File: config.mk
export PLATFORM = sky130hd
export DESIGN_NAME = lacl_front_end
export DESIGN_NICKNAME = d
export VERILOG_FILES = /design/src/include/lacl_pkg.sv /design/src/hdl/lacl_front_end.sv /design/src/hdl/lacl_seq_window.sv
export SDC_FILE = /design/constraint.sdc
export NUM_CORES = 1
export LEC_CHECK = 0
export BUFFER_PORTS_ARGS = -buffer_cell sky130_fd_sc_hd__buf_2
export CAP_MARGIN = 20
export CORE_MARGIN = 2
export CORE_UTILIZATION = 40
export DETAILED_ROUTE_END_ITERATION = 7
export PLACE_DENSITY = 0.71
export SLEW_MARGIN = 20
export SYNTH_ARGS = -nofsm -noshare
export SYNTH_HDL_FRONTEND = slang
export SYNTH_SLANG_ARGS = --single-unit
File: constraint.sdc
create_clock -name clock_i -period 3.2 [get_ports clock_i]
set_input_delay 0 -clock clock_i [delete_from_list [all_inputs] [get_ports clock_i]]
set_output_delay 0 -clock clock_i [all_outputs]
set_load 0.005 [all_outputs]
File: src/include/lacl_pkg.sv
package lacl_pkg;

  // ----------------------------------------------------------------------
  // Frame control field classes
  // ----------------------------------------------------------------------
  localparam logic [7:0] CTRL_CLASS_MASK   = 8'hE0;
  localparam logic [7:0] CTRL_ACT_CLASS    = 8'h60;
  localparam logic [7:0] CTRL_SESS_CLASS   = 8'h40;
  localparam logic [7:0] RELIABLE_BIT_MASK = 8'h80;
  localparam logic [7:0] REL_TYPE_MASK     = 8'hC0;
  localparam logic [7:0] REL_I_FRAME       = 8'h80;
  localparam logic [7:0] REL_SU_MASK       = 8'hE0;
  localparam logic [7:0] REL_S_FRAME       = 8'hC0;
  localparam logic [7:0] REL_U_FRAME       = 8'hE0;
  localparam int         NS_POS            = 3;
  localparam int         SEQ_W             = 3;

  // ----------------------------------------------------------------------
  // Activation layer type field
  // ----------------------------------------------------------------------
  localparam int         ACT_INFO_FLAG_POS = 4;
  localparam logic [2:0] ACT_KIND_MASK     = 3'h7;
  localparam logic [2:0] ACT_KIND_SYNC     = 3'h2;
  localparam logic [2:0] ACT_KIND_POWER    = 3'h1;

  // ----------------------------------------------------------------------
  // Capability byte fields
  // ----------------------------------------------------------------------
  localparam logic [7:0] CARD_CAP_MASK     = 8'h1F;
  localparam int         CAP_UPPER_NEG_POS = 4;
  localparam int         CAP_RX_INFO_POS   = 3;
  localparam int         CAP_EXT_RESUME    = 2;
  localparam int         CAP_SHORT_BIT_POS = 1;
  localparam int         CAP_LONG_BIT_POS  = 0;
  localparam int         FE_RF_CAUSE_POS   = 0;
  localparam int         FE_UPPER_NEG_POS  = 1;

  // ----------------------------------------------------------------------
  // Power level data values, reset values and default sizes
  // ----------------------------------------------------------------------
  localparam logic [7:0] POWER_LOW         = 8'h00;
  localparam logic [7:0] POWER_FULL        = 8'h01;
  localparam logic [4:0] CAP_RESET         = 5'h00;
  localparam int         ID_BYTES          = 2;
  localparam int         WINDOW_DEFAULT    = 4;

endpackage

File: src/hdl/lacl_front_end.sv
module lacl_front_end #(
  parameter int ID_W = 8 * lacl_pkg::ID_BYTES,
  parameter int WIN  = lacl_pkg::WINDOW_DEFAULT
) (
  // Clock and reset
  input  wire logic                       clock_i,
  input  wire logic                       nrst_i,
  // Link state
  input  wire logic                       link_active_i,
  input  wire logic                       initial_activation_i,
  input  wire logic                       rf_cause_i,
  input  wire logic                       fe_upper_neg_i,
  input  wire logic [ID_W-1:0]            identity_ref_i,
  // Received frame byte stream
  input  wire logic                       rx_valid_i,
  input  wire logic                       rx_first_i,
  input  wire logic                       rx_last_i,
  input  wire logic                       rx_crc_ok_i,
  input  wire logic [7:0]                 rx_data_i,
  // Power level frame request
  input  wire logic                       pwr_req_i,
  input  wire logic                       pwr_full_i,
  // Reliable layer transmit side
  input  wire logic                       i_send_i,
  input  wire logic [lacl_pkg::SEQ_W-1:0] i_send_nr_i,
  input  wire logic                       sess_open_req_i,
  // Power level frame out
  output logic                            pwr_frame_valid_o,
  output logic [7:0]                      pwr_ctrl_o,
  output logic [7:0]                      pwr_data_o,
  output logic [7:0]                      pwr_cap_o,
  // Card capabilities
  output logic                            cap_valid_o,
  output logic [4:0]                      card_cap_o,
  output logic                            ext_bit_dur_ok_o,
  output logic                            upper_neg_en_o,
  // Identity check
  output logic                            id_done_o,
  output logic                            id_pass_o,
  output logic                            id_fail_o,
  output logic                            sess_open_o,
  // Reliable layer receive and transmit sides
  output logic                            rel_deliver_o,
  output logic                            rel_s_frame_o,
  output logic                            rel_u_frame_o,
  output logic [lacl_pkg::SEQ_W-1:0]      rel_nr_o,
  output logic [lacl_pkg::SEQ_W-1:0]      i_ctrl_ns_o,
  output logic [7:0]                      i_ctrl_o,
  output logic                            i_accepted_o,
  output logic                            can_send_o
);

  // ----------------------------------------------------------------------
  // Elaboration checks
  // ----------------------------------------------------------------------
  if (ID_W < 8 || ID_W > 64 || (ID_W % 8) != 0)
  begin : g_bad_id_width
    $error("Identifier width must be whole bytes, 8 to 64 bits.");
  end

  typedef enum logic [3:0] {
    LACL_IDLE = 4'b0001,
    LACL_ACT  = 4'b0010,
    LACL_REL  = 4'b0100,
    LACL_SKIP = 4'b1000
  } lacl_state_e;

  // ----------------------------------------------------------------------
  // Frame parser
  // ----------------------------------------------------------------------
  lacl_state_e          state;
  logic [7:0]           ctrl;
  logic [7:0]           prev_byte;
  logic [ID_W-1:0]      id_shift;
  logic [ID_W+15:0]     id_window;
  logic [lacl_pkg::SEQ_W-1:0] expect_ns;
  logic                 link_q;
  logic                 activation_start;
  logic                 frame_end;
  logic                 is_sync;
  logic                 info_flag;
  logic [ID_W-1:0]      presented;
  logic                 ns_in_order;
  logic                 win_can_send;
  logic [lacl_pkg::SEQ_W-1:0] win_ns;

  assign activation_start = link_active_i && !link_q;
  assign frame_end        = rx_valid_i && rx_last_i;
  assign is_sync          = (ctrl[2:0] & lacl_pkg::ACT_KIND_MASK) == lacl_pkg::ACT_KIND_SYNC;
  assign info_flag        = ctrl[lacl_pkg::ACT_INFO_FLAG_POS];
  assign ns_in_order      = ctrl[lacl_pkg::NS_POS +: lacl_pkg::SEQ_W] == expect_ns;

  // With the capability byte appended the identifier ends one byte before the last.
  assign id_window = {id_shift, prev_byte, rx_data_i};
  assign presented = info_flag ? id_window[ID_W+7:8] : id_window[ID_W-1:0];

  always_ff @(posedge clock_i or negedge nrst_i)
  begin
    if (!nrst_i)
      link_q <= 1'b0;
    else
      link_q <= link_active_i;
  end

  always_ff @(posedge clock_i or negedge nrst_i)
  begin
    if (!nrst_i)
      state <= LACL_IDLE;
    else if (!link_active_i)
      state <= LACL_IDLE;
    else if (rx_valid_i)
    begin
      case (state)
        LACL_IDLE:
        begin
          if (rx_first_i && !rx_last_i)
          begin
            if ((rx_data_i & lacl_pkg::CTRL_CLASS_MASK) == lacl_pkg::CTRL_ACT_CLASS)
              state <= LACL_ACT;
            else if ((rx_data_i & lacl_pkg::RELIABLE_BIT_MASK) != 8'h00)
              state <= LACL_REL;
            else
              state <= LACL_SKIP;
          end
        end
        default:
        begin
          if (rx_last_i)
            state <= LACL_IDLE;
        end
      endcase
    end
  end

  always_ff @(posedge clock_i or negedge nrst_i)
  begin
    if (!nrst_i)
    begin
      ctrl      <= 8'h00;
      prev_byte <= 8'h00;
      id_shift  <= '0;
    end
    else if (rx_valid_i)
    begin
      if (rx_first_i)
        ctrl <= rx_data_i;
      else
      begin
        prev_byte <= rx_data_i;
        id_shift  <= ID_W'({id_shift, prev_byte});
      end
    end
  end

  // ----------------------------------------------------------------------
  // Card capabilities
  // ----------------------------------------------------------------------
  logic sync_announce_frame_end;
  logic cap_present;

  assign sync_announce_frame_end = frame_end && !rx_first_i && state == LACL_ACT && is_sync && rx_crc_ok_i;
  assign cap_present  = sync_announce_frame_end && info_flag;

  always_ff @(posedge clock_i or negedge nrst_i)
  begin
    if (!nrst_i)
    begin
      cap_valid_o <= 1'b0;
      card_cap_o  <= lacl_pkg::CAP_RESET;
    end
    else if (!link_active_i)
    begin
      cap_valid_o <= 1'b0;
      card_cap_o  <= lacl_pkg::CAP_RESET;
    end
    else if (cap_present)
    begin
      cap_valid_o <= 1'b1;
      card_cap_o  <= 5'(rx_data_i & lacl_pkg::CARD_CAP_MASK);
    end
  end

  // Extended durations are only granted from the first activation's sync frame.
  always_ff @(posedge clock_i or negedge nrst_i)
  begin
    if (!nrst_i)
      ext_bit_dur_ok_o <= 1'b0;
    else if (!link_active_i)
      ext_bit_dur_ok_o <= 1'b0;
    else if (cap_present && initial_activation_i)
      ext_bit_dur_ok_o <= rx_data_i[lacl_pkg::CAP_SHORT_BIT_POS]
                          | rx_data_i[lacl_pkg::CAP_LONG_BIT_POS];
  end

  always_ff @(posedge clock_i or negedge nrst_i)
  begin
    if (!nrst_i)
      upper_neg_en_o <= 1'b0;
    else if (!link_active_i)
      upper_neg_en_o <= 1'b0;
    else if (cap_present)
      upper_neg_en_o <= rx_data_i[lacl_pkg::CAP_UPPER_NEG_POS] && fe_upper_neg_i;
    else
      upper_neg_en_o <= cap_valid_o && card_cap_o[lacl_pkg::CAP_UPPER_NEG_POS] && fe_upper_neg_i;
  end

  // ----------------------------------------------------------------------
  // Identity check
  // ----------------------------------------------------------------------
  always_ff @(posedge clock_i or negedge nrst_i)
  begin
    if (!nrst_i)
    begin
      id_done_o <= 1'b0;
      id_pass_o <= 1'b0;
      id_fail_o <= 1'b0;
    end
    else if (activation_start)
    begin
      id_done_o <= 1'b0;
      id_pass_o <= 1'b0;
      id_fail_o <= 1'b0;
    end
    else if (sync_announce_frame_end && !id_done_o)
    begin
      id_done_o <= 1'b1;
      id_pass_o <= (presented == identity_ref_i);
      id_fail_o <= (presented != identity_ref_i);
    end
  end

  always_ff @(posedge clock_i or negedge nrst_i)
  begin
    if (!nrst_i)
      sess_open_o <= 1'b0;
    else if (!link_active_i)
      sess_open_o <= 1'b0;
    else if (sess_open_req_i && id_pass_o)
      sess_open_o <= 1'b1;
  end

  // ----------------------------------------------------------------------
  // Power level frame
  // ----------------------------------------------------------------------
  always_ff @(posedge clock_i or negedge nrst_i)
  begin
    if (!nrst_i)
    begin
      pwr_frame_valid_o <= 1'b0;
      pwr_ctrl_o        <= 8'h00;
      pwr_data_o        <= lacl_pkg::POWER_LOW;
      pwr_cap_o         <= 8'h00;
    end
    else
    begin
      pwr_frame_valid_o <= pwr_req_i && link_active_i;
      if (pwr_req_i)
      begin
        pwr_ctrl_o <= lacl_pkg::CTRL_ACT_CLASS | 8'(lacl_pkg::ACT_KIND_POWER);
        pwr_ctrl_o[lacl_pkg::ACT_INFO_FLAG_POS] <= cap_valid_o && card_cap_o[lacl_pkg::CAP_RX_INFO_POS];
        pwr_data_o <= pwr_full_i ? lacl_pkg::POWER_FULL : lacl_pkg::POWER_LOW;
        pwr_cap_o  <= 8'h00;
        pwr_cap_o[lacl_pkg::FE_RF_CAUSE_POS]  <= rf_cause_i;
        pwr_cap_o[lacl_pkg::FE_UPPER_NEG_POS] <= fe_upper_neg_i;
      end
    end
  end

  // ----------------------------------------------------------------------
  // Reliable layer frame classes
  // ----------------------------------------------------------------------
  logic rel_end;
  logic is_i;
  logic is_s;
  logic is_u;

  assign rel_end = frame_end && state == LACL_REL && rx_crc_ok_i;
  assign is_i    = (ctrl & lacl_pkg::REL_TYPE_MASK) == lacl_pkg::REL_I_FRAME;
  assign is_s    = (ctrl & lacl_pkg::REL_SU_MASK) == lacl_pkg::REL_S_FRAME;
  assign is_u    = (ctrl & lacl_pkg::REL_SU_MASK) == lacl_pkg::REL_U_FRAME;

  always_ff @(posedge clock_i or negedge nrst_i)
  begin
    if (!nrst_i)
    begin
      rel_deliver_o <= 1'b0;
      rel_s_frame_o <= 1'b0;
      rel_u_frame_o <= 1'b0;
      rel_nr_o      <= '0;
      expect_ns     <= '0;
    end
    else
    begin
      rel_deliver_o <= rel_end && is_i && ns_in_order;
      rel_s_frame_o <= rel_end && is_s;
      rel_u_frame_o <= rel_end && is_u;
      if (!link_active_i)
        expect_ns <= '0;
      else if (rel_end && is_i && ns_in_order)
        expect_ns <= expect_ns + 1'b1;
      if (rel_end && (is_i || is_s))
        rel_nr_o <= ctrl[lacl_pkg::SEQ_W-1:0];
    end
  end

  // Acknowledgements from received I and S frames release window slots.
  lacl_seq_window #(
    .WIN_SIZE (WIN)
  ) u_window (
    .clock_i   (clock_i),
    .nrst_i    (nrst_i),
    .restart_i (!link_active_i),
    .sent_i    (i_send_i),
    .ack_i     (rel_end && (is_i || is_s)),
    .ack_nr_i  (ctrl[lacl_pkg::SEQ_W-1:0]),
    .next_ns_o (win_ns),
    .can_send_o(win_can_send)
  );

  always_ff @(posedge clock_i or negedge nrst_i)
  begin
    if (!nrst_i)
    begin
      i_ctrl_o     <= 8'h00;
      i_ctrl_ns_o  <= '0;
      i_accepted_o <= 1'b0;
      can_send_o   <= 1'b0;
    end
    else
    begin
      can_send_o   <= win_can_send;
      i_accepted_o <= i_send_i && win_can_send;
      if (i_send_i && win_can_send)
      begin
        i_ctrl_ns_o <= win_ns;
        i_ctrl_o    <= lacl_pkg::REL_I_FRAME | 8'({win_ns, i_send_nr_i});
      end
    end
  end

endmodule // lacl_front_end

File: src/hdl/lacl_seq_window.sv
// Send-side sliding window: counts unacknowledged information frames.
module lacl_seq_window #(
  parameter int WIN_SIZE = lacl_pkg::WINDOW_DEFAULT
) (
  // Clock and reset
  input  wire logic                     clock_i,
  input  wire logic                     nrst_i,
  // Control
  input  wire logic                     restart_i,
  input  wire logic                     sent_i,
  input  wire logic                     ack_i,
  input  wire logic [lacl_pkg::SEQ_W-1:0] ack_nr_i,
  // Status
  output logic      [lacl_pkg::SEQ_W-1:0] next_ns_o,
  output logic                          can_send_o
);

  if (WIN_SIZE < 1 || WIN_SIZE > 7)
  begin : g_bad_window
    $error("Window size must be between 1 and 7.");
  end

  logic [lacl_pkg::SEQ_W-1:0] oldest;
  logic [lacl_pkg::SEQ_W-1:0] in_flight;

  assign in_flight  = next_ns_o - oldest;
  assign can_send_o = (in_flight < lacl_pkg::SEQ_W'(WIN_SIZE));

  always_ff @(posedge clock_i or negedge nrst_i)
  begin
    if (!nrst_i)
      next_ns_o <= '0;
    else if (restart_i)
      next_ns_o <= '0;
    else if (sent_i && can_send_o)
      next_ns_o <= next_ns_o + 1'b1;
  end

  // An acknowledgement outside the outstanding range is ignored.
  always_ff @(posedge clock_i or negedge nrst_i)
  begin
    if (!nrst_i)
      oldest <= '0;
    else if (restart_i)
      oldest <= '0;
    else if (ack_i && ((ack_nr_i - oldest) <= in_flight))
      oldest <= ack_nr_i;
  end

endmodule // lacl_seq_window

==> results.md <==
- The run finished with clean final reports.
- Including well taps, the total number of placed cells is 504.
- The maximum net fanout on the critical path is 4.
- The dominant combinational cell family by area after synthesis is multiplexers.
- The number of endpoints with negative hold slack in the final report came to 0.
- The share of the Yosys chip area taken by registers is 49.1%.
- The number of cells upsized or downsized after cts is 0.
- In this run switching power makes up 25.4% of total power.
- TritonCTS built the clock tree.
- The design draws 0.00228 W.
- The worst setup path category is register to register.
- The slew at the pin closest to its max-slew limit is 0.873 ns.
- Measured along the x axis, the die boundary spans 99.2 um.
- The first-pass GRT wire length is 12600 um.
- Summed over all cells, the static leakage comes to 2.16 nW.
- The cell type with the highest aggregate area in the netlist is sky130_fd_sc_hd__dfrtp_1.
- Pin placement for this block handled 97 I/O pins.
- The complex-gate fraction of the synthesized area is 7.56%.
- Synthesis produced 332 cells.
- The HPWL reported at the end of detailed placement is 5590 um.
- The footprint of the flip-flops and latches is 0.00178 sq mm.
- In this run the most critical hold path is launched from rx_last_i.
- Across all setup checks in the final design, the least slack found is 0.600 ns.
- The number of diodes is 0.
- For this design the total switching power over the nets is 0.000578 W.
- The worst hold path passes through 3 cells.
- The clock share of power is 38.2%.
- At the worst endpoint, the required time is 3.46 ns.
- The tree built by TritonCTS fans out to 71 sinks.
- The synthesized netlist contains 52 unique library cells.
- The end of the worst register-to-register path is u_window.oldest[2].
- The period utilization is 81.3%.
- The fraction of the mapped netlist area in simple logic gates is 11.5%.
- Input and output buffers added on the ports amount to 78.
- Setup repair after global routing left no endpoint under its margin.
- Setup violations remaining at the end of the flow were counted as 0.
- The most common cell after layout, fill and taps aside is sky130_fd_sc_hd__buf_2.
- The primary flip-flop cell chosen by synthesis mapping is sky130_fd_sc_hd__dfrtp_1.
- No sink is reached through more buffers than the 2 on the longest clock path.
- For this run, the total global-route usage over all layers was measured as 16.1%.
- The share of async-settable or async-resettable flops after synthesis is 100%.
- The worst setup slack for register-to-register paths is 0.60 ns.
- The Yosys step of the flow raised 0 warnings.
- The tightest min-delay check is of the primary input to register type.
- The share of synthesized area spent on multiplexers is 12.6%.
- The final instance count without filler cells is 545.
- The total negative setup slack is 0 ns.
- The detailed-route via count is 2688.
- The category of the worst setup path capture point is a register.
- In this run the biggest area consumer among cell types represents 48.4% of the synthesized area.
- The tree is rooted in a sky130_fd_sc_hd__clkbuf_8.
- Clock latency on the worst-skew pair, taken at its later pin, is 0.34 ns.
- The number of maximum-capacitance violations is 0.
- After clock tree synthesis, the clock-pin slew on the worst setup and hold paths is 0.07 ns.
- The xor/xnor cell area share of the yosys netlist is 8.12%.
- Across the VDD grid, the largest voltage drop is 0.261 mV.
- The detail route stage leaves a number of antenna-violating nets equal to 0.
- Measured against its own limit, the worst slew margin works out to 41.8%.
- The site row count is 34.
- The internal power is 0.00170 W.
- The layout cell share with drive strength beyond 1 is 30.9%.
- The starting density of the core is 41.3%.
- The total wirelength of the detailed-routed design is 7840 um.
- The total grt overflow is 0.
- Yosys attributes the largest share of cell area to sky130_fd_sc_hd__dfrtp_1 (48%), sky130_fd_sc_hd__mux2_2 (8.7%), sky130_fd_sc_hd__buf_4 (4.8%), sky130_fd_sc_hd__xnor2_1 (4.6%), sky130_fd_sc_hd__nand2_1 (4.4%).
- The worst endpoint data arrival time is 2.86 ns.
- Summing the areas of all fa, ha and maj instances in the mapped netlist gives 3.49% of the synthesized area.
- The final-report max-slew violation count is 0.
- For the final database, setup skew stands at 0.00903 ns.
- The worst-case setup slack after placement is 0.631 ns.
- Power spread over the standard cell area amounts to 507 mW/mm^2.
- The detailed-route vias per instance is 4.93.
- Counting the buffers created by CTS gives 9.
- Of the total power, combinational logic draws 16.0%.
- For hold timing, the worst endpoint is rel_u_frame_o.
- The number of cell instances on the worst register-to-register path is 10.
- The synthesized design contains 71 register bits.
- Relative to the synthesized area, the layout overhead comes to 24.2%.
- The net count reported at finish is 481.
- The critical path launch point type is a register.
- The initial antenna violation count is 0.
- In the routed design, unresolved DRC markers number 0.
- The die extent in y is 99.2 um.
- The post-synthesis instance area is 0.00362 sq mm.
- Entering global routing, the biggest net connects 49 pins.
- The first routing iteration left 87 violations.
- The synthesized design contains 0 enable-type register cells.
- The startpoint identified for the worst register-to-register timing path is ctrl[0].
- Routability-driven placement finished with a final weighted congestion of 0.802.
- The wire length per cell after detailed routing is 14.4 um.
- The via count of the first global-routing pass came to 2669.
- The detailed-router iteration count before antenna repair is 4.
- After filler insertion, the fill cell instance count of the layout stands at 814.
- The mean cell area of the mapped netlist is 10.9 sq um.
- Subtracting the final worst setup slack from the clock period gives 2.60 ns.
- Sequential cells account for 45.8% of the total power.
- The number of levels in the clock H-tree is 3.
- The total area of multi-input combinational cells is 0.00164 sq mm.
- The area of the placeable core is 0.00876 sq mm.
- The library cells used most frequently in the layout, excluding fill and tap cells, are sky130_fd_sc_hd__buf_2 (78), sky130_fd_sc_hd__dfrtp_1 (70), sky130_fd_sc_hd__nand2_1 (42).
- The die footprint is 0.00983 sq mm.
- The timing-limited maximum frequency is 385 MHz.
through the flow:
stage	util, %	area, sq um	hold slack (ns)
4_1_cts	51.3	4500	0.00114
2_1_floorplan	-	3690	-0.296
3_3_place_gp	45.7	4000	0.00817
5_1_grt	51.3	4500	0.0185
6_report	51.3	4500	0.0142
3_5_place_dp	45.7	4000	0.0123
state kept, by name, summed over array words and instances, names as in the netlist, 2 cells and up:
| name | count |
|---|---|
| card_cap_o | 5 |
| ctrl | 8 |
| expect_ns | 3 |
| i_ctrl_ns_o | 2 |
| i_ctrl_o | 5 |
| id_shift | 8 |
| prev_byte | 8 |
| pwr_cap_o | 2 |
| pwr_ctrl_o | 2 |
| rel_nr_o | 3 |
| state | 4 |
| u_window.next_ns_o | 3 |
| u_window.oldest | 3 |
how the worst max path moves through the flow:
stage | start | to | cells after the start
floorplan | ctrl[0] | u_window.oldest[2] | 10
global placement | ctrl[0] | u_window.oldest[2] | 10
detailed placement | ctrl[0] | u_window.oldest[2] | 10
finish | ctrl[0] | u_window.oldest[2] | 10
CTS | ctrl[0] | u_window.oldest[2] | 10
global route | ctrl[0] | u_window.oldest[2] | 10
synthesized netlist by cell type (all sizes together), types with 2 or more instances:
cell type  count
dfrtp         70
nand2         43
mux2          28
buf           25
xnor2         19
nor2          17
inv           15
a21oi         14
mux2i         14
o21ai         14
xor2          12
clkbuf         7
ha             6
nand3          5
nand2b         3
nor2b          3
nor4           3
a2111oi        2
a211oi         2
and2           2
fa             2
nand4          2
nor4b          2
or2            2
power groups by stage:
| stage | Sequential, W | Clock (W) | Combinational, W |
|---|---|---|---|
| 6_report | 0.00104 | 0.000871 | 0.000364 |
| 5_1_grt | 0.00106 | 0.000935 | 0.000406 |
| 4_1_cts | 0.00104 | 0.000895 | 0.000366 |
| 3_5_place_dp | 0.00106 | 0 | 0.000340 |
| 3_3_place_gp | 0.00106 | 0 | 0.000331 |
| 2_1_floorplan | 0.00103 | 0 | 0.000263 |
layer usage:
metal	share of wire, %	GRT usage [%]	vias up
met4	2.0	7.38	0
met2	49	26.8	81
met1	44	20.6	1307
li1	-	-	1284
met3	5.0	2.95	16
met5	0	0	-
layout make-up:
type / count / share of cell area, %
inverter: 15 / 1.25
sequential: 71 / 39.5
timing repair buffer: 104 / 14.4
clock buffer: 10 / 3.06
tap: 108 / 3.00
clock inverter: 6 / 2.39
multi-input combinational: 231 / 36.4
what timing repair did:
action	CTS	global route
setup buffers	0	0
hold endpoints to repair	63	0
hold buffers	25	0
endpoints found under the setup margin	0	0
critical path, stage by stage, from the launching register on:
cell and delay [ns]:
sky130_fd_sc_hd__dfrtp_1 0.41, sky130_fd_sc_hd__inv_1 0.09, sky130_fd_sc_hd__ha_1 0.19, sky130_fd_sc_hd__inv_1 0.07, sky130_fd_sc_hd__fa_1 0.42, sky130_fd_sc_hd__ha_1 0.31
sky130_fd_sc_hd__nor2b_1 0.16, sky130_fd_sc_hd__a2bb2oi_1 0.32, sky130_fd_sc_hd__nand2_1 0.10, sky130_fd_sc_hd__a211o_1 0.30, sky130_fd_sc_hd__a31oi_1 0.16
kinds of logic after synthesis:
kind of cell	Yosys count
AOI/OAI and AO/OA	43
and+or+nand+nor	87
other	1
xor gates and xnor gates	32
buffers and inverters	47
DFF	71
adders and majority gates	9
muxes	42
(Power assumes the default switching activity.)
